<file path="config.mk">
export PLATFORM = sky130hd
export DESIGN_NAME = cks_top
export DESIGN_NICKNAME = d
export VERILOG_FILES = /design/src/hw/cks_pkg.sv /design/src/hw/cks_cal_seq.sv /design/src/hw/cks_top.sv
export SDC_FILE = /design/constraint.sdc
export NUM_CORES = 1
export LEC_CHECK = 0
export BUFFER_PORTS_ARGS = -buffer_cell sky130_fd_sc_hd__buf_2
export CORE_MARGIN = 2
export CORE_UTILIZATION = 45
export CTS_CLUSTER_DIAMETER = 50
export DETAILED_ROUTE_END_ITERATION = 7
export HOLD_SLACK_MARGIN = 0.12
export PLACE_DENSITY = 0.67
export SYNTH_ARGS = -nofsm -noshare
export SYNTH_HDL_FRONTEND = slang
export SYNTH_SLANG_ARGS = --single-unit
</file>
<file path="constraint.sdc">
create_clock -name i_clk -period 2.8 [get_ports i_clk]
set_clock_uncertainty 0.1 [all_clocks]
set_input_delay 0.28 -clock i_clk [delete_from_list [all_inputs] [get_ports i_clk]]
set_output_delay 0.28 -clock i_clk [all_outputs]
set_load 0.005 [all_outputs]
</file>
<file path="src/hw/cks_pkg.sv">
// Purpose: shared constants for the clock synthesizer control and status block
// Assumes: one 200 MHz clock, APB register access, one word per register
// Notes: register indices times four give the APB byte address
`default_nettype none
package cks_pkg;
   localparam int CLK_PERIOD_NS = 5;
   localparam int ADDR_W = 12;
   localparam int IDX_W = 10;
   localparam int DATA_W = 32;
   localparam int REG_W = 8;

   // register indices
   localparam logic [IDX_W-1:0] IDX_INT_N_LOW = 10'h2a1;
   localparam logic [IDX_W-1:0] IDX_INT_N_HIGH = 10'h2a2;
   localparam logic [IDX_W-1:0] IDX_VCO_BIAS = 10'h2aa;
   localparam logic [IDX_W-1:0] IDX_VCO_CAL = 10'h2ab;
   localparam logic [IDX_W-1:0] IDX_PUMP_CUR = 10'h2ac;
   localparam logic [IDX_W-1:0] IDX_PUMP_CAL_EN = 10'h2ad;
   localparam logic [IDX_W-1:0] IDX_VARACTOR = 10'h2b7;
   localparam logic [IDX_W-1:0] IDX_REF_DIV = 10'h2bb;
   localparam logic [IDX_W-1:0] IDX_CONV_STATUS = 10'h2bc;
   localparam logic [IDX_W-1:0] IDX_LINK_STATUS = 10'h2dc;
   localparam logic [IDX_W-1:0] IDX_IRQ_STATUS = 10'h300;
   localparam logic [IDX_W-1:0] IDX_IRQ_MASK = 10'h301;

   // reset values
   localparam logic [REG_W-1:0] RST_INT_N_LOW = 8'h80;
   localparam logic [REG_W-1:0] RST_INT_N_HIGH = 8'h00;
   localparam logic [REG_W-1:0] RST_VCO_BIAS = 8'h37;
   localparam logic [REG_W-1:0] RST_VCO_CAL = 8'hc0;
   localparam logic [REG_W-1:0] RST_PUMP_CUR = 8'h19;
   localparam logic [REG_W-1:0] RST_PUMP_CAL_EN = 8'h00;
   localparam logic [REG_W-1:0] RST_VARACTOR = 8'hd0;
   localparam logic [REG_W-1:0] RST_REF_DIV = 8'hb9;
   localparam logic [3:0] STATUS_UPPER = 4'h8;

   // field positions
   localparam int INT_N_HIGH_W = 3;
   localparam int INT_N_W = 11;
   localparam int BIAS_TEMPCO_HI = 5;
   localparam int BIAS_TEMPCO_LO = 4;
   localparam int BIAS_HI = 2;
   localparam int BIAS_LO = 0;
   localparam int INIT_LEVEL_HI = 7;
   localparam int INIT_LEVEL_LO = 4;
   localparam int LEVEL_TEST_BIT = 3;
   localparam int CAL_START_BIT = 0;
   localparam int PUMP_CUR_HI = 5;
   localparam int PUMP_CUR_LO = 0;
   localparam int PUMP_CAL_EN_HI = 7;
   localparam int PUMP_CAL_EN_LO = 6;
   localparam int VARACTOR_HI = 7;
   localparam int VARACTOR_LO = 4;
   localparam int REF_DIV_HI = 7;
   localparam int REF_DIV_LO = 6;
   localparam int SAMPLE_SEL_BIT = 3;
   localparam int TERM_SEL_BIT = 2;
   localparam int ST_LOCK_BIT = 3;
   localparam int ST_BUSY_BIT = 1;
   localparam int ST_CP_DONE_BIT = 0;

   // reference divider codes
   localparam logic [1:0] REF_DIV1 = 2'h0;
   localparam logic [1:0] REF_DIV2 = 2'h1;
   localparam logic [1:0] REF_DIV4 = 2'h2;
   localparam logic [1:0] REF_MUL2 = 2'h3;

   // interrupt event bits
   localparam int IRQ_W = 4;
   localparam int EV_CONV_CAL_DONE = 0;
   localparam int EV_LINK_CAL_DONE = 1;
   localparam int EV_CONV_LOCK_LOST = 2;
   localparam int EV_LINK_LOCK_LOST = 3;

   // calibration timing
   localparam int VCO_CAL_TIME_NS = 2000;
   localparam int PUMP_CAL_TIME_NS = 1000;
   localparam int VCO_CAL_CYCLES = (VCO_CAL_TIME_NS + CLK_PERIOD_NS - 1) / CLK_PERIOD_NS;
   localparam int PUMP_CAL_CYCLES = (PUMP_CAL_TIME_NS + CLK_PERIOD_NS - 1) / CLK_PERIOD_NS;
   localparam int CNT_W = 16;

   typedef enum logic [1:0] {
      CKS_IDLE = 2'b00,
      CKS_VCO = 2'b01,
      CKS_PUMP = 2'b10
   } cks_cal_state_e;
endpackage : cks_pkg
`default_nettype wire

</file>
<file path="src/hw/cks_cal_seq.sv">
// Purpose: timed VCO calibration followed by optional charge-pump calibration
// Assumes: start is a one-cycle pulse; starts while busy are ignored
// Notes: one instance per synthesizer
`default_nettype none
module cks_cal_seq #(
   parameter int VCO_CYCLES = cks_pkg::VCO_CAL_CYCLES,
   parameter int PUMP_CYCLES = cks_pkg::PUMP_CAL_CYCLES
) (
   input wire logic i_clk,
   input wire logic i_rst,
   input wire logic i_start,
   input wire logic i_pump_en,
   output logic o_busy,
   output logic o_pump_done,
   output logic o_done
);
   import cks_pkg::*;

   localparam logic [CNT_W-1:0] VCO_LAST = CNT_W'(VCO_CYCLES - 1);
   localparam logic [CNT_W-1:0] PUMP_LAST = CNT_W'(PUMP_CYCLES - 1);
   localparam int BUSY_LIM = VCO_CYCLES + 2;

   cks_cal_state_e state_reg, state_next;
   logic [CNT_W-1:0] cnt_reg, cnt_next;
   logic pump_done_reg, pump_done_next;
   logic done_reg, done_next;

   wire logic vco_end = (state_reg == CKS_VCO) && (cnt_reg == VCO_LAST);
   wire logic pump_end = (state_reg == CKS_PUMP) && (cnt_reg == PUMP_LAST);

   ////////////////////////////////////////////////////////////////////////////
   always_comb begin
      state_next = state_reg;
      cnt_next = cnt_reg + CNT_W'(1);
      pump_done_next = pump_done_reg;
      done_next = 1'b0;
      case (state_reg)
         CKS_IDLE: begin
            cnt_next = '0;
            if (i_start) begin
               state_next = CKS_VCO;
               pump_done_next = 1'b0;
            end
         end
         CKS_VCO: begin
            if (vco_end) begin
               cnt_next = '0;
               done_next = 1'b1;
               state_next = i_pump_en ? CKS_PUMP : CKS_IDLE;
            end
         end
         CKS_PUMP: begin
            // status shows not busy here, so a new start must not be lost
            if (i_start) begin
               state_next = CKS_VCO;
               cnt_next = '0;
               pump_done_next = 1'b0;
            end else if (pump_end) begin
               state_next = CKS_IDLE;
               pump_done_next = 1'b1;
            end
         end
         default: begin
            state_next = CKS_IDLE;
         end
      endcase
   end

   always_ff @(posedge i_clk) begin
      if (i_rst) begin
         state_reg <= CKS_IDLE;
         cnt_reg <= '0;
         pump_done_reg <= 1'b0;
         done_reg <= 1'b0;
      end else begin
         state_reg <= state_next;
         cnt_reg <= cnt_next;
         pump_done_reg <= pump_done_next;
         done_reg <= done_next;
      end
   end

   // busy is the state itself so it rises the cycle after start is taken
   assign o_busy = (state_reg == CKS_VCO);
   assign o_pump_done = pump_done_reg;
   assign o_done = done_reg;
endmodule : cks_cal_seq
`default_nettype wire

</file>
<file path="src/hw/cks_top.sv">
// Purpose: control and status registers of the converter clock synthesizer
// Assumes: APB slave, no wait states on any access, lock inputs synchronous
// Notes: register byte address is four times its index
//
// Decided for this implementation: the APB interface to the registers.
`default_nettype none
module cks_top #(
   parameter int VCO_CYCLES = cks_pkg::VCO_CAL_CYCLES,
   parameter int PUMP_CYCLES = cks_pkg::PUMP_CAL_CYCLES
) (
   input wire logic i_clk,
   input wire logic i_rst,
   input wire logic i_psel,
   input wire logic i_penable,
   input wire logic i_pwrite,
   input wire logic [cks_pkg::ADDR_W-1:0] i_paddr,
   input wire logic [cks_pkg::DATA_W-1:0] i_pwdata,
   output logic o_pready,
   output logic [cks_pkg::DATA_W-1:0] o_prdata,
   output logic o_pslverr,
   input wire logic i_conv_lock,
   input wire logic i_link_lock,
   input wire logic i_link_cal_start,
   input wire logic i_link_pump_cal_en,
   output logic [1:0] o_ref_div_code,
   output logic [1:0] o_ref_div_log2,
   output logic o_ref_mult2,
   output logic o_sample_clk_sel,
   output logic o_term_sel,
   output logic [1:0] o_bias_tempco,
   output logic [2:0] o_bias,
   output logic [3:0] o_init_level,
   output logic o_level_test,
   output logic [5:0] o_pump_current,
   output logic [1:0] o_pump_cal_en,
   output logic [3:0] o_varactor,
   output logic [cks_pkg::INT_N_W-1:0] o_int_n,
   output logic o_irq
);
   import cks_pkg::*;

   ////////////////////////////////////////////////////////////////////////////
   // apb decode
   logic [REG_W-1:0] int_n_low_reg, int_n_high_reg, vco_bias_reg, vco_cal_reg;
   logic [REG_W-1:0] pump_cur_reg, pump_cal_en_reg, varactor_reg, ref_div_reg;
   logic [IRQ_W-1:0] irq_status_reg, irq_mask_reg, irq_status_next;
   logic [DATA_W-1:0] prdata_reg, rd_mux;
   logic pready_reg, pslverr_reg, irq_reg;
   logic conv_lock_reg, link_lock_reg;
   logic [1:0] ref_div_log2_reg, ref_div_log2_next;
   logic ref_mult2_reg;

   wire logic [IDX_W-1:0] idx = i_paddr[ADDR_W-1:2];
   wire logic aligned = (i_paddr[1:0] == 2'h0);
   wire logic setup = i_psel && !i_penable;
   wire logic access_end = i_psel && i_penable && pready_reg;
   wire logic wr = access_end && i_pwrite && aligned;
   wire logic [REG_W-1:0] wbyte = i_pwdata[REG_W-1:0];
   wire logic [IRQ_W-1:0] wirq = i_pwdata[IRQ_W-1:0];

   wire logic hit_int_lo = aligned && (idx == IDX_INT_N_LOW);
   wire logic hit_int_hi = aligned && (idx == IDX_INT_N_HIGH);
   wire logic hit_bias = aligned && (idx == IDX_VCO_BIAS);
   wire logic hit_cal = aligned && (idx == IDX_VCO_CAL);
   wire logic hit_pcur = aligned && (idx == IDX_PUMP_CUR);
   wire logic hit_pcen = aligned && (idx == IDX_PUMP_CAL_EN);
   wire logic hit_var = aligned && (idx == IDX_VARACTOR);
   wire logic hit_rdiv = aligned && (idx == IDX_REF_DIV);
   wire logic hit_cst = aligned && (idx == IDX_CONV_STATUS);
   wire logic hit_lst = aligned && (idx == IDX_LINK_STATUS);
   wire logic hit_ist = aligned && (idx == IDX_IRQ_STATUS);
   wire logic hit_imsk = aligned && (idx == IDX_IRQ_MASK);
   wire logic mapped = hit_int_lo || hit_int_hi || hit_bias || hit_cal || hit_pcur
      || hit_pcen || hit_var || hit_rdiv || hit_cst || hit_lst || hit_ist || hit_imsk;
   // converter and link status registers are read only, writing them is flagged as an error
   wire logic bad = !mapped || (i_pwrite && (hit_cst || hit_lst));

   wire logic cal_start = wr && hit_cal && wbyte[CAL_START_BIT];

   ////////////////////////////////////////////////////////////////////////////
   // calibration sequencers
   logic conv_busy, conv_pump_done, conv_done;
   logic link_busy, link_pump_done, link_done;

   cks_cal_seq #(
      .VCO_CYCLES(VCO_CYCLES),
      .PUMP_CYCLES(PUMP_CYCLES)
   ) u_conv_cal (
      .i_clk(i_clk),
      .i_rst(i_rst),
      .i_start(cal_start),
      .i_pump_en(|pump_cal_en_reg[PUMP_CAL_EN_HI:PUMP_CAL_EN_LO]),
      .o_busy(conv_busy),
      .o_pump_done(conv_pump_done),
      .o_done(conv_done)
   );

   cks_cal_seq #(
      .VCO_CYCLES(VCO_CYCLES),
      .PUMP_CYCLES(PUMP_CYCLES)
   ) u_link_cal (
      .i_clk(i_clk),
      .i_rst(i_rst),
      .i_start(i_link_cal_start),
      .i_pump_en(i_link_pump_cal_en),
      .o_busy(link_busy),
      .o_pump_done(link_pump_done),
      .o_done(link_done)
   );

   ////////////////////////////////////////////////////////////////////////////
   // status words
   wire logic [REG_W-1:0] conv_status = {STATUS_UPPER, conv_lock_reg, 1'b0, conv_busy,
      conv_pump_done};
   wire logic [REG_W-1:0] link_status = {STATUS_UPPER, link_lock_reg, 1'b0, link_busy,
      link_pump_done};

   assign rd_mux = hit_int_lo ? DATA_W'(int_n_low_reg) :
      hit_int_hi ? DATA_W'(int_n_high_reg) :
      hit_bias ? DATA_W'(vco_bias_reg) :
      hit_cal ? DATA_W'(vco_cal_reg) :
      hit_pcur ? DATA_W'(pump_cur_reg) :
      hit_pcen ? DATA_W'(pump_cal_en_reg) :
      hit_var ? DATA_W'(varactor_reg) :
      hit_rdiv ? DATA_W'(ref_div_reg) :
      hit_cst ? DATA_W'(conv_status) :
      hit_lst ? DATA_W'(link_status) :
      hit_ist ? DATA_W'(irq_status_reg) :
      hit_imsk ? DATA_W'(irq_mask_reg) : '0;

   // events: VCO calibration phase finished, lock lost
   wire logic [IRQ_W-1:0] events = {
      link_lock_reg && !i_link_lock,
      conv_lock_reg && !i_conv_lock,
      link_done,
      conv_done};
   // a new event wins over a write-one clear in the same cycle
   assign irq_status_next = (irq_status_reg & ~((wr && hit_ist) ? wirq : '0)) | events;

   wire logic [1:0] rdiv_code_next = ref_div_reg[REF_DIV_HI:REF_DIV_LO];
   assign ref_div_log2_next = (rdiv_code_next == REF_DIV2) ? 2'h1 :
      (rdiv_code_next == REF_DIV4) ? 2'h2 : 2'h0;

   ////////////////////////////////////////////////////////////////////////////
   // apb response, pready registered from setup so no wait state and every output leaves a flop
   always_ff @(posedge i_clk) begin
      if (i_rst) begin
         pready_reg <= 1'b0;
         pslverr_reg <= 1'b0;
         prdata_reg <= '0;
      end else begin
         pready_reg <= setup;
         if (setup) begin
            prdata_reg <= i_pwrite ? '0 : rd_mux;
            pslverr_reg <= bad;
         end
      end
   end

   // control registers; reserved bits are kept as written
   always_ff @(posedge i_clk) begin
      if (i_rst) begin
         int_n_low_reg <= RST_INT_N_LOW;
         int_n_high_reg <= RST_INT_N_HIGH;
         vco_bias_reg <= RST_VCO_BIAS;
         vco_cal_reg <= RST_VCO_CAL;
         pump_cur_reg <= RST_PUMP_CUR;
         pump_cal_en_reg <= RST_PUMP_CAL_EN;
         varactor_reg <= RST_VARACTOR;
         ref_div_reg <= RST_REF_DIV;
      end else if (wr) begin
         if (hit_int_lo) int_n_low_reg <= wbyte;
         if (hit_int_hi) int_n_high_reg <= wbyte;
         if (hit_bias) vco_bias_reg <= wbyte;
         if (hit_cal) vco_cal_reg <= wbyte;
         if (hit_pcur) pump_cur_reg <= wbyte;
         if (hit_pcen) pump_cal_en_reg <= wbyte;
         if (hit_var) varactor_reg <= wbyte;
         if (hit_rdiv) ref_div_reg <= wbyte;
      end
   end

   always_ff @(posedge i_clk) begin
      if (i_rst) begin
         irq_status_reg <= '0;
         irq_mask_reg <= '0;
         irq_reg <= 1'b0;
         conv_lock_reg <= 1'b0;
         link_lock_reg <= 1'b0;
         ref_div_log2_reg <= 2'h2;
         ref_mult2_reg <= 1'b0;
      end else begin
         irq_status_reg <= irq_status_next;
         if (wr && hit_imsk) irq_mask_reg <= wirq;
         irq_reg <= |(irq_status_next & irq_mask_reg);
         conv_lock_reg <= i_conv_lock;
         link_lock_reg <= i_link_lock;
         ref_div_log2_reg <= ref_div_log2_next;
         ref_mult2_reg <= (rdiv_code_next == REF_MUL2);
      end
   end

   ////////////////////////////////////////////////////////////////////////////
   assign o_pready = pready_reg;
   assign o_prdata = prdata_reg;
   assign o_pslverr = pslverr_reg;
   assign o_irq = irq_reg;
   assign o_ref_div_code = ref_div_reg[REF_DIV_HI:REF_DIV_LO];
   assign o_ref_div_log2 = ref_div_log2_reg;
   assign o_ref_mult2 = ref_mult2_reg;
   assign o_sample_clk_sel = ref_div_reg[SAMPLE_SEL_BIT];
   assign o_term_sel = ref_div_reg[TERM_SEL_BIT];
   assign o_bias_tempco = vco_bias_reg[BIAS_TEMPCO_HI:BIAS_TEMPCO_LO];
   assign o_bias = vco_bias_reg[BIAS_HI:BIAS_LO];
   assign o_init_level = vco_cal_reg[INIT_LEVEL_HI:INIT_LEVEL_LO];
   assign o_level_test = vco_cal_reg[LEVEL_TEST_BIT];
   assign o_pump_current = pump_cur_reg[PUMP_CUR_HI:PUMP_CUR_LO];
   assign o_pump_cal_en = pump_cal_en_reg[PUMP_CAL_EN_HI:PUMP_CAL_EN_LO];
   assign o_varactor = varactor_reg[VARACTOR_HI:VARACTOR_LO];
   assign o_int_n = {int_n_high_reg[INT_N_HIGH_W-1:0], int_n_low_reg};
endmodule : cks_top
`default_nettype wire

</file>
Word-level counts from Yosys, hierarchy flattened
Cells that the tools add are included.
Widths: inputs -> output; s select.
Operators by class
  multiplexer cells: 44
  reductions and logical operators: 66
  add/sub/neg operators: 2
  equal/unequal tests: 29
  bitwise gates (word level): 6
Operators by type and width (count)
  $eq 10x10->1 const B: 12
  $pmux 16 s3: 2
  $mux 8: 11
  $mux 16: 4
  $add 16x1->16 const B: 2
  $eq 16x8->1 const B: 2
  $eq 16x9->1 const B: 2
  $logic_and 1x1->1: 28
  $mux 2: 12
  $reduce_and 2->1: 8
  $logic_or 1x1->1: 13
  $mux 4: 3
  $pmux 2 s3: 2
  $reduce_and 3->1: 4
  $and 4x4->4: 2
  $eq 2x2->1 const B: 4
  $mux 1: 8
  $eq 2x1->1 const B: 3
  $logic_not 2->1: 3
  $ne 3x2->1 const B: 2
  $reduce_or 2->1: 3
  $logic_not 1->1: 4
  $ne 2x1->1 const B: 2
  $ne 2x2->1 const B: 2
  6 further kinds: 9
Storage, ports and cells
  input port bits: 53
  output and inout port bits: 75
  register bits after elaboration: 152

Depth between registers and ports, before layout
  depth after elaboration: 15
  depth in mapped cells: 8

By module
From an unflattened synthesis, not the netlist that was laid out.
Second synthesis, totals
  cells, all modules: 782
  area, all modules: 6809.0 sq um
Modules (own cells, without submodules)
  cks_top: sequential area each 1761.7 sq um, area each 4902.2 sq um, cells an instance 584, times used 1
  cks_cal_seq at u_link_cal: sequential area each 400.4 sq um, area each 967.2 sq um, cells an instance 100, times used 1
  cks_cal_seq at u_conv_cal: sequential area each 400.4 sq um, area each 939.7 sq um, cells an instance 98, times used 1

Worst setup path after synthesis
OpenSTA, ideal clock, no wires.
  path kind: input to register
  from: input port i_paddr[1] (netlist name)
  to: register ref_div_reg[0]
  data required time: 2.580 ns
  arrival: 1.835 ns
  cell stages on the path: 5
  setup slack: 0.746 ns
  path through: or4b_4 > buf_6 > or3_1 > buf_4 > a211o_1
On the way
  word-level cells in the longest chain between the ends: 3
  elaborated cells on any way between the ends: 4
Ends and longest elaborated chain
  start, declared: line cks_top.sv:16  | input wire logic [cks_pkg::ADDR_W-1:0] i_paddr,
  $logic_not 2->1 (*): line cks_top.sv:54  | wire logic aligned = (i_paddr[1:0] == 2'h0);
  $logic_and 1x1->1, on equally long branches: line cks_top.sv:57, cks_top.sv:68
  $reduce_and 2->1 (no line) (*)
  end signal, assigned: line cks_top.sv:179  | if (hit_rdiv) ref_div_reg <= wbyte;
  end, declared: line cks_top.sv:45  | logic [REG_W-1:0] pump_cur_reg, pump_cal_en_reg, varactor_reg, ref_div_reg;
Mark *: on every way between the ends. The rest lies on a longest branch, timed or not.
A chain may end at the register's enable or synchronous reset.

Worst setup path after layout
  from: input port i_penable
  to: register ref_div_reg[4]
On the way
  word-level cells in the longest chain between the ends: 5
Ends and longest elaborated chain
  start, declared: line cks_top.sv:14  | input wire logic i_penable,
  $logic_and 1x1->1 (2 in series): line cks_top.sv:56  | wire logic access_end = i_psel && i_penable && pready_reg;
  $logic_and 1x1->1 (2 in series): line cks_top.sv:57  | wire logic wr = access_end && i_pwrite && aligned;
  $reduce_and 2->1 (no line)
Every way passes these cells.

==> tab_implementation.tex <==
\begin{tabular}{lr}
\hline
Metric & Value \\
\hline
\multicolumn{2}{l}{\textbf{CTS}} \\
H-tree levels & 4 \\
Clock tree root driver cell & clkbuf\_16 \\
TritonCTS clock tree & done \\
Number of setup buffers added after CTS & 0 \\
Post-CTS clock slew at the launch and capture registers of the worst setup and hold paths & 0.06 ns \\
Number of hold buffers added after CTS & 9 \\
Clk Latency, worst-skew pair & approximately 0.42 ns \\
Clock net sink count & 128 \\
Total clock buffers created by CTS & 17 \\
Number of gates resized after cts & 0 \\
Worst-case clock buffer depth & 2 \\
\multicolumn{2}{l}{\textbf{Finish}} \\
Non-filler instance count after layout & between 1000 and 1500 \\
Number of fill cells & 1395 \\
Antenna cells & 0 \\
Final nets & 909 \\
Sequential cell area in the final layout & around 2600 µm² \\
Area grow syn2layout & 15.2\% \\
Multi-input gate area & 3570 µm² \\
Share of cells above drive strength 1 & 16.5\% \\
\multicolumn{2}{l}{\textbf{Worst setup path}} \\
Data required, critical path & 3.01 ns \\
Type of destination of the critical path & flip-flop \\
Data arrival at the endpoint of the critical path & 2.41 ns \\
Startpoint type of the worst setup path & input pin \\
Critical-path maximum fanout & 13 \\
Path type of the worst setup path & input pin to flip-flop \\
\multicolumn{2}{l}{\textbf{Drt}} \\
Via Count & 5986 \\
Sum of routed wire length over all layers & 18200 µm \\
Count of routing violations after the opening detailed-route iteration & 570 \\
Routed length per placed instance & roughly 17 µm \\
Detail-routed via count per cell & roughly 5.7 \\
Count of unresolved DRC violations after routing & 0 \\
Antenna-violating nets left & 0 \\
Number of search-and-repair iterations in the first detailed-routing pass & 5 \\
\multicolumn{2}{l}{\textbf{Global route}} \\
Largest net degree at the start of global routing & 39 \\
Via count of the first global-routing pass & 5551 \\
Global-route usage over all layers & 22.9\% \\
Wire length of the first global-routing pass & 28900 µm \\
Overflow left after global routing & 0 \\
Number of antenna violations at the first check in global routing & 0 \\
\multicolumn{2}{l}{\textbf{Die}} \\
Floorplan row count & 44 \\
Overall die width & about 130 µm \\
Area of the core & 14500 µm² \\
Number of I/O pins & $\sim$130 \\
Total die area & 15800 µm² \\
Chip Height & about 130 µm \\
Initial cell density of the core & between 40 and 50\% \\
\multicolumn{2}{l}{\textbf{Place}} \\
Port Buf Inserts & 79 \\
Global placement routability congestion & a little over 0.9 \\
HPWL after detailed placement & 13000 µm \\
Number of placed instances, taps included & between 1000 and 1500 \\
Worst slack after detailed placement & 0.385 ns \\
\multicolumn{2}{l}{\textbf{Synthesis}} \\
Largest area contributor in the netlist & dfxtp\_1 \\
Fraction of the yosys area taken by sequential cells & a little under two fifths \\
Gate count of the mapped netlist & 800 \\
EDFF count, synth & 0 \\
Number of synthesized register bits & 128 \\
Leading cell type by number of instances after synthesis & dfxtp\_1 \\
Post-synth ARST share & 0\% \\
Netlist area before placement & 6680 µm² \\
Cells taking the most area after synthesis & dfxtp\_1, mux2i\_1, nor2\_1, buf\_4, nand2\_1 \\
Portion of synthesized cell area occupied by the leading cell type & 38.4\% \\
Synth warnings & 0 \\
Flip-flop cell with the highest count after synthesis & dfxtp\_1 \\
Commonest cells in the synthesized netlist & dfxtp\_1, nor2\_1, nand2\_1 \\
Yosys cell types & 64 \\
Mapped Avg Cell Area & 8.35 µm² \\
\multicolumn{2}{l}{\textbf{Timing}} \\
Minimum period implied by the final worst setup slack & 2.20 ns \\
Final Max Slew Viols & 0 \\
Count of endpoints failing setup in the final report & 0 \\
Tightest Pin Transition & 0.762 ns \\
Worst setup slack after layout & between 0.6 and 0.7 ns \\
Final count of hold timing violations & 0 \\
RSZ-0062 raised after global routing & no \\
Final Cycle Share & about four fifths \\
Highest achievable clock rate & 0.455 GHz \\
Setup TNS after final layout & 0 ns \\
Relative slew slack & 48.8\% \\
\multicolumn{2}{l}{\textbf{Power and ir drop}} \\
Power consumption & 4.44 mW \\
P per Cell Area & 577 nW/µm² \\
Maximum vdd ir drop & around 400 µV \\
Static Leak & 3.01 nW \\
\multicolumn{2}{l}{\textbf{Flow run}} \\
Maxcap violations & 0 \\
\multicolumn{2}{l}{\textbf{Hold path}} \\
Type of the most critical hold path & input pin to flip-flop \\
\multicolumn{2}{l}{\textbf{Status}} \\
Result of the run & completed \\
\hline
\end{tabular}
## power breakdown
part | internal, mW | switching (mW)
registers | 1.83 | 0.00499
logic | 0.0726 | 0.163
clock network | 1.50 | 0.867
total | 3.41 | 1.04
## metal layers
layer  vias up  share of wire (%)  GRT usage [%]
li1       2885                  -              -
met1      2856                 44           30.1
met2       213                 47           36.8
met3        32                6.7           5.27
met4         0                2.3           8.73
met5         -                  0              0
## critical path, cell delays in order
cell           delay [ns]
dlygate4sd3_1        0.52
buf_2                0.11
nand4_1              0.11
or2_2                0.36
or3_1                0.65
a211o_1              0.38
## cell usage in the layout (no fill, tap or decap), types with 5 or more instances in the layout
cell,count
a221oi_1,6
a21oi_1,37
xnor2_1,16
xor2_1,12
inv_1,16
nand2b_1,13
conb_1,24
dlygate4sd3_1,9
a211oi_1,10
buf_2,79
and2_1,5
dfxtp_1,128
nand3_1,27
nor2_1,116
nand4_1,14
nand2_1,64
a211o_1,19
nor3_1,12
o21ai_0,30
a31oi_1,11
and3_1,12
clkbuf_16,17
a22oi_1,6
nor4_1,9
o2bb2ai_1,5
buf_4,18
nor2b_1,21
mux2i_1,45
## path summary, 6_finish.rpt
path	from	end	slack (ns)	cells past startpoint
worst max-delay path	i_penable	ref_div_reg[4]	0.60	6
worst min-delay path	i_pwdata[6]	pump_cur_reg[6]	0.13	3
worst max register to register	u_conv_cal.cnt_reg[5]	u_conv_cal.cnt_reg[6]	0.67	5
worst min register to register	u_conv_cal.cnt_reg[0]	u_conv_cal.cnt_reg[0]	0.34	1
## cells by family (layout without fill, tap and decap cells)
| kind of cell | after synthesis | in the layout | synth area share [%] |
|---|---|---|---|
| and+or+nand+nor | 331 | 331 | 25.5 |
| AOI/OAI and AO/OA | 153 | 153 | 15.7 |
| DFF | 128 | 128 | 38.4 |
| buffers and inverters | 111 | 155 | 9.48 |
| muxes | 46 | 46 | 6.91 |
| xor gates and xnor gates | 28 | 28 | 3.67 |
| adders and majority gates | 2 | 2 | 0.375 |
| other | 1 | 24 | 0.0561 |
## per-stage QoR
step	cell area (µm²)	utilization, %	hold slack (ns)
floorplan	6770	-	0.280
global placement	6970	48.0	0.327
detailed placement	6970	48.0	0.333
CTS	7700	53.0	0.123
global route	7700	53.0	0.124
finish	7700	53.0	0.133
## final cells by class
type | count | area share (%)
Clock inverter | 14 | 2.67
Sequential cell | 128 | 33.3
Clock buffer | 18 | 5.57
Timing Repair Buffer | 107 | 8.32
Inverter | 16 | 0.780
Tap cell | 184 | 2.99
Multi-Input combinational cell | 584 | 46.4
Note: power is estimated with default switching activity, not from simulation.
